$ cat src/common/lscs_pkg.sv
// constants shared by the low-speed clock select block and its helpers
// assumes a single 100 MHz register clock and an apb master on the same clock
//
// Behaviour
// - a 32.768kHz slow crystal is a selectable low-frequency source, enabled by config
// - crystal pins serve the oscillator only when it feeds a clock, else released
// - one bit in time base control picks crystal mode: 0 quick start, 1 low power
// - after reset the low power select bit is zero, crystal starts quick
// - the crystal stays enabled in either mode; mode only changes current
// - an internal 32kHz rc oscillator is the alternative slow source, by config
// - slow clocks also feed watchdog, time base and timer modules
// - system clock comes from fast or substitute clock by high/low and divider bits
// - fast clock comes from fast crystal or fast rc, fixed by config
// - divided fast clocks from /2 to /64 are system clock choices
// - substitute and time base clocks come from slow crystal or slow rc by config
// - substitute clock may serve as temporary system clock right after wake-up
// - moving to substitute clock stops the fast oscillator
// - sleep or idle gates the cpu clock off while slow clocks run on
// - divider field: 000/001 substitute, 010 /64 up to 111 /2
// - high/low bit 1 routes undivided fast clock, 0 the divider choice
package lscs_pkg;

  // apb byte offsets
  localparam logic [7:0] LSCS_SYSTEM_MODE_REG_OFS = 8'h00;
  localparam logic [7:0] LSCS_TBC_OFS = 8'h04;
  localparam logic [7:0] LSCS_CFG_OFS = 8'h08;

  // system mode register fields
  localparam int LSCS_HL_BIT = 0;
  localparam int LSCS_IDLE_BIT = 1;
  localparam int LSCS_FRDY_BIT = 2;
  localparam int LSCS_SRDY_BIT = 3;
  localparam int LSCS_FWAKE_BIT = 4;
  localparam int LSCS_DIV_LSB = 5;
  localparam logic [7:0] LSCS_SYSTEM_MODE_REG_RST = 8'h03;

  // time base control register fields
  localparam int LSCS_LP_BIT = 0;
  localparam logic [7:0] LSCS_TBC_RST = 8'h00;

  // configuration register fields
  localparam int LSCS_CFG_FAST_RC_BIT = 0;
  localparam int LSCS_CFG_SUB_RC_BIT = 1;
  localparam int LSCS_CFG_TB_RC_BIT = 2;
  localparam logic [7:0] LSCS_CFG_RST = 8'h00;

  // clock mux source indices
  localparam int LSCS_NSRC = 8;
  localparam logic [2:0] LSCS_SRC_SUB = 3'h0;
  localparam logic [2:0] LSCS_SRC_FAST = 3'h1;
  localparam logic [2:0] LSCS_SRC_DIV_BASE = 3'h2;
  localparam int LSCS_DIV_W = 6;

  // nominal oscillator rates, informative only
  localparam int LSCS_SLOW_XTAL_HZ_X1000 = 32768000;
  localparam int LSCS_SLOW_RC_HZ = 32000;

  typedef enum logic [1:0] {
    LSCS_MUX_RUN = 2'b00,
    LSCS_MUX_PARK = 2'b01
  } lscs_mux_state_type;

endpackage : lscs_pkg

$ cat src/core/lscs_clk_mux.sv
// glitch-free clock selector with a stop input
// assumes every source is a registered level in the clk_i domain
`timescale 1ns/1ns
`default_nettype none
module lscs_clk_mux #(
  parameter int NSRC = lscs_pkg::LSCS_NSRC
) (
  input wire logic clk_i,
  input wire logic rst_i,
  input wire logic [NSRC-1:0] src_i,
  input wire logic [2:0] req_i,
  input wire logic run_i,
  output logic [2:0] cur_o,
  output logic out_o
);
  import lscs_pkg::*;

  lscs_mux_state_type state_r;
  lscs_mux_state_type state_nxt;
  logic [2:0] cur_r;
  logic [2:0] cur_nxt;
  logic out_r;
  logic out_nxt;

  // leave a source only while it is low, and join the new one only while
  // it is low too: the first high level seen is always a whole pulse
  always_comb begin
    state_nxt = state_r;
    cur_nxt = cur_r;
    case (state_r)
      LSCS_MUX_RUN: begin
        if (((req_i != cur_r) || !run_i) && !src_i[cur_r]) begin
          state_nxt = LSCS_MUX_PARK;
        end
      end
      LSCS_MUX_PARK: begin
        if (run_i && !src_i[req_i]) begin
          cur_nxt = req_i;
          state_nxt = LSCS_MUX_RUN;
        end
      end
      default: begin
        state_nxt = LSCS_MUX_PARK;
      end
    endcase
    out_nxt = (state_nxt == LSCS_MUX_RUN) ? src_i[cur_nxt] : 1'b0;
  end

  always_ff @(posedge clk_i) begin
    if (rst_i) begin
      state_r <= LSCS_MUX_PARK;
      cur_r <= LSCS_SRC_SUB;
      out_r <= 1'b0;
    end else begin
      state_r <= state_nxt;
      cur_r <= cur_nxt;
      out_r <= out_nxt;
    end
  end

  assign cur_o = cur_r;
  assign out_o = out_r;

endmodule : lscs_clk_mux
`default_nettype wire

$ cat src/core/lscs_fast_div.sv
// ripple-free divider of the fast clock, sampled into the register clock
// assumes fast_tick_i is a one-cycle pulse per rising edge of the fast clock
`timescale 1ns/1ns
`default_nettype none
module lscs_fast_div #(
  parameter int DIV_W = lscs_pkg::LSCS_DIV_W
) (
  input wire logic clk_i,
  input wire logic rst_i,
  input wire logic fast_tick_i,
  output logic [DIV_W-1:0] div_clk_o
);
  import lscs_pkg::*;

  logic [DIV_W-1:0] cnt_r;
  logic [DIV_W-1:0] cnt_nxt;

  // bit k toggles every 2^k fast edges, so it is fast/2^(k+1)
  always_comb begin
    cnt_nxt = cnt_r;
    if (fast_tick_i) begin
      cnt_nxt = cnt_r + {{(DIV_W-1){1'b0}}, 1'b1};
    end
  end

  always_ff @(posedge clk_i) begin
    if (rst_i) begin
      cnt_r <= '0;
    end else begin
      cnt_r <= cnt_nxt;
    end
  end

  assign div_clk_o = cnt_r;

endmodule : lscs_fast_div
`default_nettype wire

$ cat src/core/lscs_top.sv
// low-speed clock select: source routing, system clock mux, apb registers
// assumes oscillator levels and ready flags arrive asynchronously on pins,
// and that clk_i is fast enough to sample the fastest oscillator
`timescale 1ns/1ns
`default_nettype none
module lscs_top (
  input wire logic clk_i,
  input wire logic rst_i,
  // apb slave
  input wire logic psel_i,
  input wire logic penable_i,
  input wire logic pwrite_i,
  input wire logic [7:0] paddr_i,
  input wire logic [31:0] pwdata_i,
  output logic [31:0] prdata_o,
  output logic pready_o,
  output logic pslverr_o,
  // oscillator pins
  input wire logic ext_fast_crystal_osc_i,
  input wire logic int_fast_rc_osc_i,
  input wire logic ext_slow_crystal_osc_i,
  input wire logic int_slow_rc_osc_i,
  input wire logic fast_osc_stable_i,
  input wire logic slow_osc_stable_i,
  // cpu side
  input wire logic halt_i,
  // oscillator controls
  output logic fast_osc_en_o,
  output logic slow_crystal_en_o,
  output logic slow_crystal_pins_osc_o,
  output logic slow_crystal_low_power_select_o,
  // clocks as registered levels
  output logic cpu_system_clock_o,
  output logic high_speed_clock_o,
  output logic substitute_clock_o,
  output logic time_base_clock_o,
  output logic watchdog_clock_o,
  output logic timer_slow_clock_o
);
  import lscs_pkg::*;

  ////////////////////////////////////////////////////////////////////////////
  // pin synchronisers: three stages, accept when stages two and three agree

  localparam int NPIN = 6;
  logic [NPIN-1:0] pin_raw;
  logic [NPIN-1:0] pin_s1_r;
  logic [NPIN-1:0] pin_s2_r;
  logic [NPIN-1:0] pin_s3_r;
  logic [NPIN-1:0] pin_f_r;
  logic [NPIN-1:0] pin_f_nxt;

  assign pin_raw = {slow_osc_stable_i, fast_osc_stable_i, int_slow_rc_osc_i,
                    ext_slow_crystal_osc_i, int_fast_rc_osc_i, ext_fast_crystal_osc_i};

  always_comb begin
    pin_f_nxt = pin_f_r;
    for (int i = 0; i < NPIN; i++) begin
      if (pin_s2_r[i] == pin_s3_r[i]) begin
        pin_f_nxt[i] = pin_s2_r[i];
      end
    end
  end

  always_ff @(posedge clk_i) begin
    if (rst_i) begin
      pin_s1_r <= '0;
      pin_s2_r <= '0;
      pin_s3_r <= '0;
      pin_f_r <= '0;
    end else begin
      pin_s1_r <= pin_raw;
      pin_s2_r <= pin_s1_r;
      pin_s3_r <= pin_s2_r;
      pin_f_r <= pin_f_nxt;
    end
  end

  logic fast_xtal_f;
  logic fast_rc_f;
  logic slow_xtal_f;
  logic slow_rc_f;
  logic fast_stable_f;
  logic slow_stable_f;
  assign fast_xtal_f = pin_f_r[0];
  assign fast_rc_f = pin_f_r[1];
  assign slow_xtal_f = pin_f_r[2];
  assign slow_rc_f = pin_f_r[3];
  assign fast_stable_f = pin_f_r[4];
  assign slow_stable_f = pin_f_r[5];

  ////////////////////////////////////////////////////////////////////////////
  // registers

  logic [7:0] system_mode_reg_r;
  logic [7:0] system_mode_reg_nxt;
  logic [7:0] tbc_r;
  logic [7:0] tbc_nxt;
  logic [7:0] cfg_r;
  logic [7:0] cfg_nxt;
  logic [31:0] prdata_r;
  logic [31:0] prdata_nxt;
  logic pready_r;
  logic pready_nxt;
  logic pslverr_r;
  logic pslverr_nxt;
  logic fast_ready;

  function automatic logic addr_hit(input logic [7:0] a);
    addr_hit = (a == LSCS_SYSTEM_MODE_REG_OFS) || (a == LSCS_TBC_OFS) || (a == LSCS_CFG_OFS);
  endfunction : addr_hit

  logic setup_ph;
  logic access_wr;
  assign setup_ph = psel_i && !penable_i;
  assign access_wr = psel_i && penable_i && pready_r && pwrite_i && !pslverr_r;

  // ready flags are read-only and live, so software writes to them are dropped
  logic [7:0] system_mode_reg_view;
  always_comb begin
    system_mode_reg_view = system_mode_reg_r;
    system_mode_reg_view[LSCS_FRDY_BIT] = fast_ready;
    system_mode_reg_view[LSCS_SRDY_BIT] = slow_stable_f;
  end

  always_comb begin
    system_mode_reg_nxt = system_mode_reg_r;
    tbc_nxt = tbc_r;
    cfg_nxt = cfg_r;
    if (access_wr) begin
      case (paddr_i)
        LSCS_SYSTEM_MODE_REG_OFS: begin
          system_mode_reg_nxt = pwdata_i[7:0];
          system_mode_reg_nxt[LSCS_FRDY_BIT] = 1'b0;
          system_mode_reg_nxt[LSCS_SRDY_BIT] = 1'b0;
        end
        LSCS_TBC_OFS: begin
          tbc_nxt[LSCS_LP_BIT] = pwdata_i[LSCS_LP_BIT];
        end
        LSCS_CFG_OFS: begin
          cfg_nxt = {5'h00, pwdata_i[2:0]};
        end
        default: begin
          system_mode_reg_nxt = system_mode_reg_r;
        end
      endcase
    end
    // one cycle of pready per transfer, answered in the access phase
    pready_nxt = setup_ph;
    pslverr_nxt = setup_ph && !addr_hit(paddr_i);
    prdata_nxt = prdata_r;
    if (setup_ph && !pwrite_i) begin
      case (paddr_i)
        LSCS_SYSTEM_MODE_REG_OFS: prdata_nxt = {24'h000000, system_mode_reg_view};
        LSCS_TBC_OFS: prdata_nxt = {24'h000000, tbc_r};
        LSCS_CFG_OFS: prdata_nxt = {24'h000000, cfg_r};
        default: prdata_nxt = 32'h00000000;
      endcase
    end
  end

  always_ff @(posedge clk_i) begin
    if (rst_i) begin
      system_mode_reg_r <= LSCS_SYSTEM_MODE_REG_RST;
      tbc_r <= LSCS_TBC_RST;
      cfg_r <= LSCS_CFG_RST;
      prdata_r <= 32'h00000000;
      pready_r <= 1'b0;
      pslverr_r <= 1'b0;
    end else begin
      system_mode_reg_r <= system_mode_reg_nxt;
      tbc_r <= tbc_nxt;
      cfg_r <= cfg_nxt;
      prdata_r <= prdata_nxt;
      pready_r <= pready_nxt;
      pslverr_r <= pslverr_nxt;
    end
  end

  ////////////////////////////////////////////////////////////////////////////
  // source routing

  logic fast_lvl_nxt;
  logic sub_lvl_nxt;
  logic tb_lvl_nxt;
  logic xtal_used;

  always_comb begin
    fast_lvl_nxt = cfg_r[LSCS_CFG_FAST_RC_BIT] ? fast_rc_f : fast_xtal_f;
    sub_lvl_nxt = cfg_r[LSCS_CFG_SUB_RC_BIT] ? slow_rc_f : slow_xtal_f;
    tb_lvl_nxt = cfg_r[LSCS_CFG_TB_RC_BIT] ? slow_rc_f : slow_xtal_f;
    xtal_used = !cfg_r[LSCS_CFG_SUB_RC_BIT] || !cfg_r[LSCS_CFG_TB_RC_BIT];
  end

  ////////////////////////////////////////////////////////////////////////////
  // system clock selection

  // divider code 010 is /64 (counter bit 5) down to 111 for /2 (bit 0)
  function automatic logic [2:0] sel_index(input logic hl, input logic [2:0] dv);
    if (hl) begin
      sel_index = LSCS_SRC_FAST;
    end else if (dv < 3'h2) begin
      sel_index = LSCS_SRC_SUB;
    end else begin
      sel_index = LSCS_SRC_DIV_BASE + (3'h7 - dv);
    end
  endfunction : sel_index

  logic fast_lvl_r;
  logic fast_prev_r;
  logic sub_lvl_r;
  logic tb_lvl_r;
  logic fast_en_r;
  logic fast_en_nxt;
  logic xtal_en_r;
  logic lp_r;
  logic [LSCS_DIV_W-1:0] div_clk;
  logic [LSCS_NSRC-1:0] mux_src;
  logic [2:0] target;
  logic [2:0] req;
  logic [2:0] mux_cur;
  logic mux_out;
  logic fast_tick;

  assign fast_ready = fast_en_r && fast_stable_f;
  assign fast_tick = fast_lvl_r && !fast_prev_r;
  assign target = sel_index(system_mode_reg_r[LSCS_HL_BIT], system_mode_reg_r[LSCS_DIV_LSB +: 3]);
  assign mux_src = {div_clk, fast_lvl_r, sub_lvl_r};

  // a fast target waits for a stable oscillator; meanwhile fast wake-up
  // runs the cpu from the substitute clock, otherwise the old source stays
  always_comb begin
    req = target;
    if ((target != LSCS_SRC_SUB) && !fast_ready) begin
      req = system_mode_reg_r[LSCS_FWAKE_BIT] ? LSCS_SRC_SUB : mux_cur;
    end
    // the fast oscillator stops only once the mux has really left it
    fast_en_nxt = (target != LSCS_SRC_SUB) || (mux_cur != LSCS_SRC_SUB);
  end

  always_ff @(posedge clk_i) begin
    if (rst_i) begin
      fast_lvl_r <= 1'b0;
      fast_prev_r <= 1'b0;
      sub_lvl_r <= 1'b0;
      tb_lvl_r <= 1'b0;
      fast_en_r <= 1'b1;
      xtal_en_r <= 1'b1;
      lp_r <= 1'b0;
    end else begin
      fast_lvl_r <= fast_lvl_nxt && fast_en_r;
      fast_prev_r <= fast_lvl_r;
      sub_lvl_r <= sub_lvl_nxt;
      tb_lvl_r <= tb_lvl_nxt;
      fast_en_r <= fast_en_nxt;
      xtal_en_r <= xtal_used;
      lp_r <= tbc_r[LSCS_LP_BIT];
    end
  end

  lscs_fast_div #(
    .DIV_W(LSCS_DIV_W)
  ) u_div (
    .clk_i(clk_i),
    .rst_i(rst_i),
    .fast_tick_i(fast_tick),
    .div_clk_o(div_clk)
  );

  // halt parks the cpu clock low; slow clocks below are never gated
  lscs_clk_mux #(
    .NSRC(LSCS_NSRC)
  ) u_mux (
    .clk_i(clk_i),
    .rst_i(rst_i),
    .src_i(mux_src),
    .req_i(req),
    .run_i(!halt_i),
    .cur_o(mux_cur),
    .out_o(mux_out)
  );

  ////////////////////////////////////////////////////////////////////////////
  // outputs

  assign prdata_o = prdata_r;
  assign pready_o = pready_r;
  assign pslverr_o = pslverr_r;
  assign fast_osc_en_o = fast_en_r;
  assign slow_crystal_en_o = xtal_en_r;
  assign slow_crystal_pins_osc_o = xtal_en_r;
  assign slow_crystal_low_power_select_o = lp_r;
  assign cpu_system_clock_o = mux_out;
  assign high_speed_clock_o = fast_lvl_r;
  assign substitute_clock_o = sub_lvl_r;
  assign time_base_clock_o = tb_lvl_r;
  assign watchdog_clock_o = sub_lvl_r;
  assign timer_slow_clock_o = sub_lvl_r;

endmodule : lscs_top
`default_nettype wire

$ cat config.mk
export PLATFORM = sky130hd
export DESIGN_NAME = lscs_top
export DESIGN_NICKNAME = d
export VERILOG_FILES = /design/src/common/lscs_pkg.sv /design/src/core/lscs_clk_mux.sv /design/src/core/lscs_fast_div.sv /design/src/core/lscs_top.sv
export SDC_FILE = /design/constraint.sdc
export NUM_CORES = 1
export LEC_CHECK = 0
export ABC_CLOCK_PERIOD_IN_PS = 3200
export BUFFER_PORTS_ARGS = -buffer_cell sky130_fd_sc_hd__buf_2
export CORE_MARGIN = 2
export CORE_UTILIZATION = 51
export DETAILED_ROUTE_END_ITERATION = 10
export MAX_ROUTING_LAYER = met4
export PLACE_DENSITY = 0.88
export SETUP_SLACK_MARGIN = 0.15
export SYNTH_ARGS = -nofsm -noshare
export SYNTH_HDL_FRONTEND = slang
export SYNTH_SLANG_ARGS = --single-unit
$ cat constraint.sdc
create_clock -name clk_i -period 3.2 [get_ports clk_i]
set_input_delay 0.32 -clock clk_i [delete_from_list [all_inputs] [get_ports clk_i]]
set_output_delay 0.32 -clock clk_i [all_outputs]
set_load 0.01 [all_outputs]
==> flow_metrics.tcl <==
set metrics [dict create \
    multiInputGateArea_um2 1530 \
    grt_overflow 0 \
    drt_iter0_drc 173 \
    crit_fanout 9 \
    crit_type "flip-flop to flip-flop" \
    syn-instance-count 332 \
    synth.distinct_cells 56 \
    vias_per_cell 5.37 \
    grt_pass1_vias 2235 \
    drive_above_1_share_pct 21.8 \
    ys_async_sr_fraction_pct 0 \
    cts_buffer_depth 2 \
    hold_violations 0 \
    globalplace.congestion 0.902 \
    cp-start-kind "flip-flop" \
    io_pins 96 \
    clkTransAtPathRegs_ns 0.07 \
    synth_top_family_by_area "simple AND/OR/NAND/NOR gates" \
    rr_endpoint "u_mux.out_o$_SDFF_PP0_" \
    core_area_um2 5570 \
    syn-cell-area_um2 2990 \
    synth-seq-area-share_pct 42.2 \
    firstDrtPassIters 4 \
    grt_max_degree 35 \
    worst_hold_slack_ns 0.184 \
    yosysTopAreaCellShare_pct 42.2 \
    avgSynthCellArea_um2 9.01 \
    skew_ns 0.0106 \
    tightest_slew_ns 0.967 \
    rr_startpoint "system_mode_reg_r[6]$_SDFFE_PP0P_" \
    fin_nets 426 \
    wire_per_inst_um 13.0 \
    route.detailed.drc 0 \
    cts-root-buf "clkbuf_8" \
    n_antenna_cell 0 \
    period_needed_ns 2.88 \
    dpl_cell_area_um2 3130 \
    power_leakage_uw 0.00136 \
    ys_seq_elements 63 \
    synthTopCellsByArea "dfxtp_1 (42%), buf_4 (6.8%), mux2i_1 (5.4%), nor2_1 (5.3%), nor2b_1 (4.6%)" \
    via_count 2406 \
    top_layer_used "met4" \
    dp_hpwl_um 4160 \
    grt_pass1_wl_um 9980 \
    drv_slew 0 \
    ys_warn_count 0 \
    required_ns 3.42 \
    finalSetupViolations 0 \
    tns_ns 0 \
    p_per_area_nw_per_um2 487 \
    die-area_um2 6490 \
    max_slew_margin_pct 35.0 \
    synthSimpleGateAreaFrac_pct 20.9 \
    maxCapViolCount 0 \
    die_h_um 80.6 \
    h-tree-depth 3 \
    cts_num_sinks 63 \
    synth_ff_type "dfxtp_1" \
    drtAntennaViolNets 0 \
    fin_crit_sh_pct 90.1 \
    status "completed" \
    port_buffers 46 \
    cp-end-kind "flip-flop" \
    clock.fmax_ghz 0.347 \
    critPathLaunch "system_mode_reg_r[6]$_SDFFE_PP0P_" \
    rrSetupSlack_ns 0.32 \
    num_rows 27 \
    fill_cells 479 \
    synthMuxAreaShare_pct 7.61 \
    wl_met1_um 2550 \
    worstPathArrival_ns 3.10 \
    area_growth_syn_to_layout_pct 12.5 \
    antenna_found_initial 0 \
    initial_utilization_pct 53.7 \
    final_area_um2 3370 \
    die_w_um 80.6 \
    synth_edf_count 0 \
    final-seq-area_um2 1260 \
    clock_latency_ns 0.34 \
    grt.total_usage_pct 20.9 \
    synth_compound_area_share_pct 16.0 \
    crit_path_end "u_mux.out_o$_SDFF_PP0_" \
    cts-buffers-inserted 9 \
    hold_class "input pin to flip-flop" \
    drt-total-wl_um 5830 \
    synth-xor-area-share_pct 2.34 \
    fin_util_pct 60.4 \
    synth-adder-area-share_pct 0.836 \
    synth_top_area_cell "dfxtp_1" \
    grt_setup_unrepaired "no" \
    wl_met3_um 368 \
    wl_met2_um 2760 \
    peakVddDrop_uv 282 \
    cts_tree "built" \
    ff2ff_path_depth 10 \
]
[cells in the mapped netlist (all sizes together), types with 2 or more instances]
cell type and instances:
inv 7, a41oi 2, nand4 2, a211o 2, nand3b 2, and3 3, a211oi 3, dfxtp 63
nor4 7, a21oi 17, mux4 2, clkbuf 15, nand2b 5, o32a 2, a311oi 2, a22oi 6
nor3b 5, xnor2 6, o22a 2, o22ai 3, nand3 5, xor2 2, mux2 2, a221o 2
nand2 19, ha 2, buf 29, nor3 5, nor2b 22, o21ai 15, nor2 42, mux2i 16
[state kept, by name, summed over array words and instances, names as in the netlist]
| signal | flops |
|---|---|
| cfg_r | 3 |
| fast_osc_en_o | 1 |
| fast_prev_r | 1 |
| high_speed_clock_o | 1 |
| pin_f_r | 6 |
| pin_s1_r | 6 |
| pin_s2_r | 6 |
| pin_s3_r | 6 |
| prdata_o | 8 |
| pready_o | 1 |
| pslverr_o | 1 |
| slow_crystal_en_o | 1 |
| slow_crystal_low_power_select_o | 1 |
| substitute_clock_o | 1 |
| system_mode_reg_r | 6 |
| tbc_r | 1 |
| time_base_clock_o | 1 |
| u_div.div_clk_o | 6 |
| u_mux.cur_o | 3 |
| u_mux.out_o | 1 |
| u_mux.state_r | 2 |
[worst min path at each step]
stage,startpoint,to,slack [ns],cells after the start
2_1_floorplan,pin_s1_r[0]$_SDFF_PP0_,pin_s2_r[0]$_SDFF_PP0_,0.41,1
3_3_place_gp,pin_s1_r[0]$_SDFF_PP0_,pin_s2_r[0]$_SDFF_PP0_,0.42,1
3_5_place_dp,pin_s1_r[4]$_SDFF_PP0_,pin_s2_r[4]$_SDFF_PP0_,0.42,1
4_1_cts,int_slow_rc_osc_i,pin_s1_r[3]$_SDFF_PP0_,0.17,2
5_1_grt,int_slow_rc_osc_i,pin_s1_r[3]$_SDFF_PP0_,0.18,2
6_report,int_slow_rc_osc_i,pin_s1_r[3]$_SDFF_PP0_,0.18,2
[logic make-up after synthesis]
logic type	after synthesis
flip-flops	63
multiplexers	20
buffers and inverters	51
AO/OA/AOI/OAI	64
XOR/XNOR	8
other	1
AND/OR/NAND/NOR	123
adder cells (fa/ha/maj)	2
[placed cells by master, fill, tap and decap left out, drive strengths merged, types with 3 or more instances in the layout]
| cell | instances |
|---|---|
| dfxtp | 63 |
| buf | 49 |
| nor2 | 42 |
| conb | 25 |
| nor2b | 22 |
| nand2 | 19 |
| a21oi | 17 |
| mux2i | 16 |
| o21ai | 15 |
| clkbuf | 12 |
| inv | 7 |
| nor4 | 7 |
| a22oi | 6 |
| xnor2 | 6 |
| nand2b | 5 |
| nor3 | 5 |
| nand3 | 5 |
| nor3b | 5 |
| and3 | 3 |
| a211oi | 3 |
| o22ai | 3 |
[through the flow]
step	total power, uW	std cells	setup slack [ns]
3_5_place_dp	930	431	0.321
3_3_place_gp	927	431	0.389
6_report	1640	448	0.318
5_1_grt	1710	448	0.156
2_1_floorplan	923	356	0.608
4_1_cts	1660	446	0.304
[layout make-up]
class                   count  share of cell area [%]
repair buffers             49                    7.51
multi-input cells         242                    45.5
inverters                   7                   0.781
well taps                  72                    2.68
flip-flops and latches     63                    37.5
clock buffers              12                    4.01
clock inverters             3                    2.04
[critical path, stage by stage, from the launching register on]
cell,delay [ns]
dfxtp_1,0.44
inv_1,0.07
ha_1,0.34
o21ba_4,0.22
a21oi_4,0.22
o21ai_0,0.17
a221o_1,0.37
o22a_2,0.31
nor4_1,0.32
o32a_1,0.23
a221oi_2,0.06
[metal layers]
layer | track usage [%] | vias up
li1 | - | 1187
met1 | 23.9 | 1116
met2 | 32.9 | 89
met3 | 7.42 | 14
met4 | 9.49 | 0
met5 | - | -
[where the power goes]
group          internal, uW  leakage, uW  switching, uW
Clock                   437     0.000101            289
Combinational          41.8     0.000751           63.0
Sequential              798     0.000512           12.0
[repair_timing]
item                                    in CTS  in global routing
resized for setup                            0                  4
buffers inserted                             0                  2
endpoints found under the hold margin        0                  0
endpoints found under the setup margin       0                  1
hold buffers                                 0                  0
(Power assumes the default switching activity.)
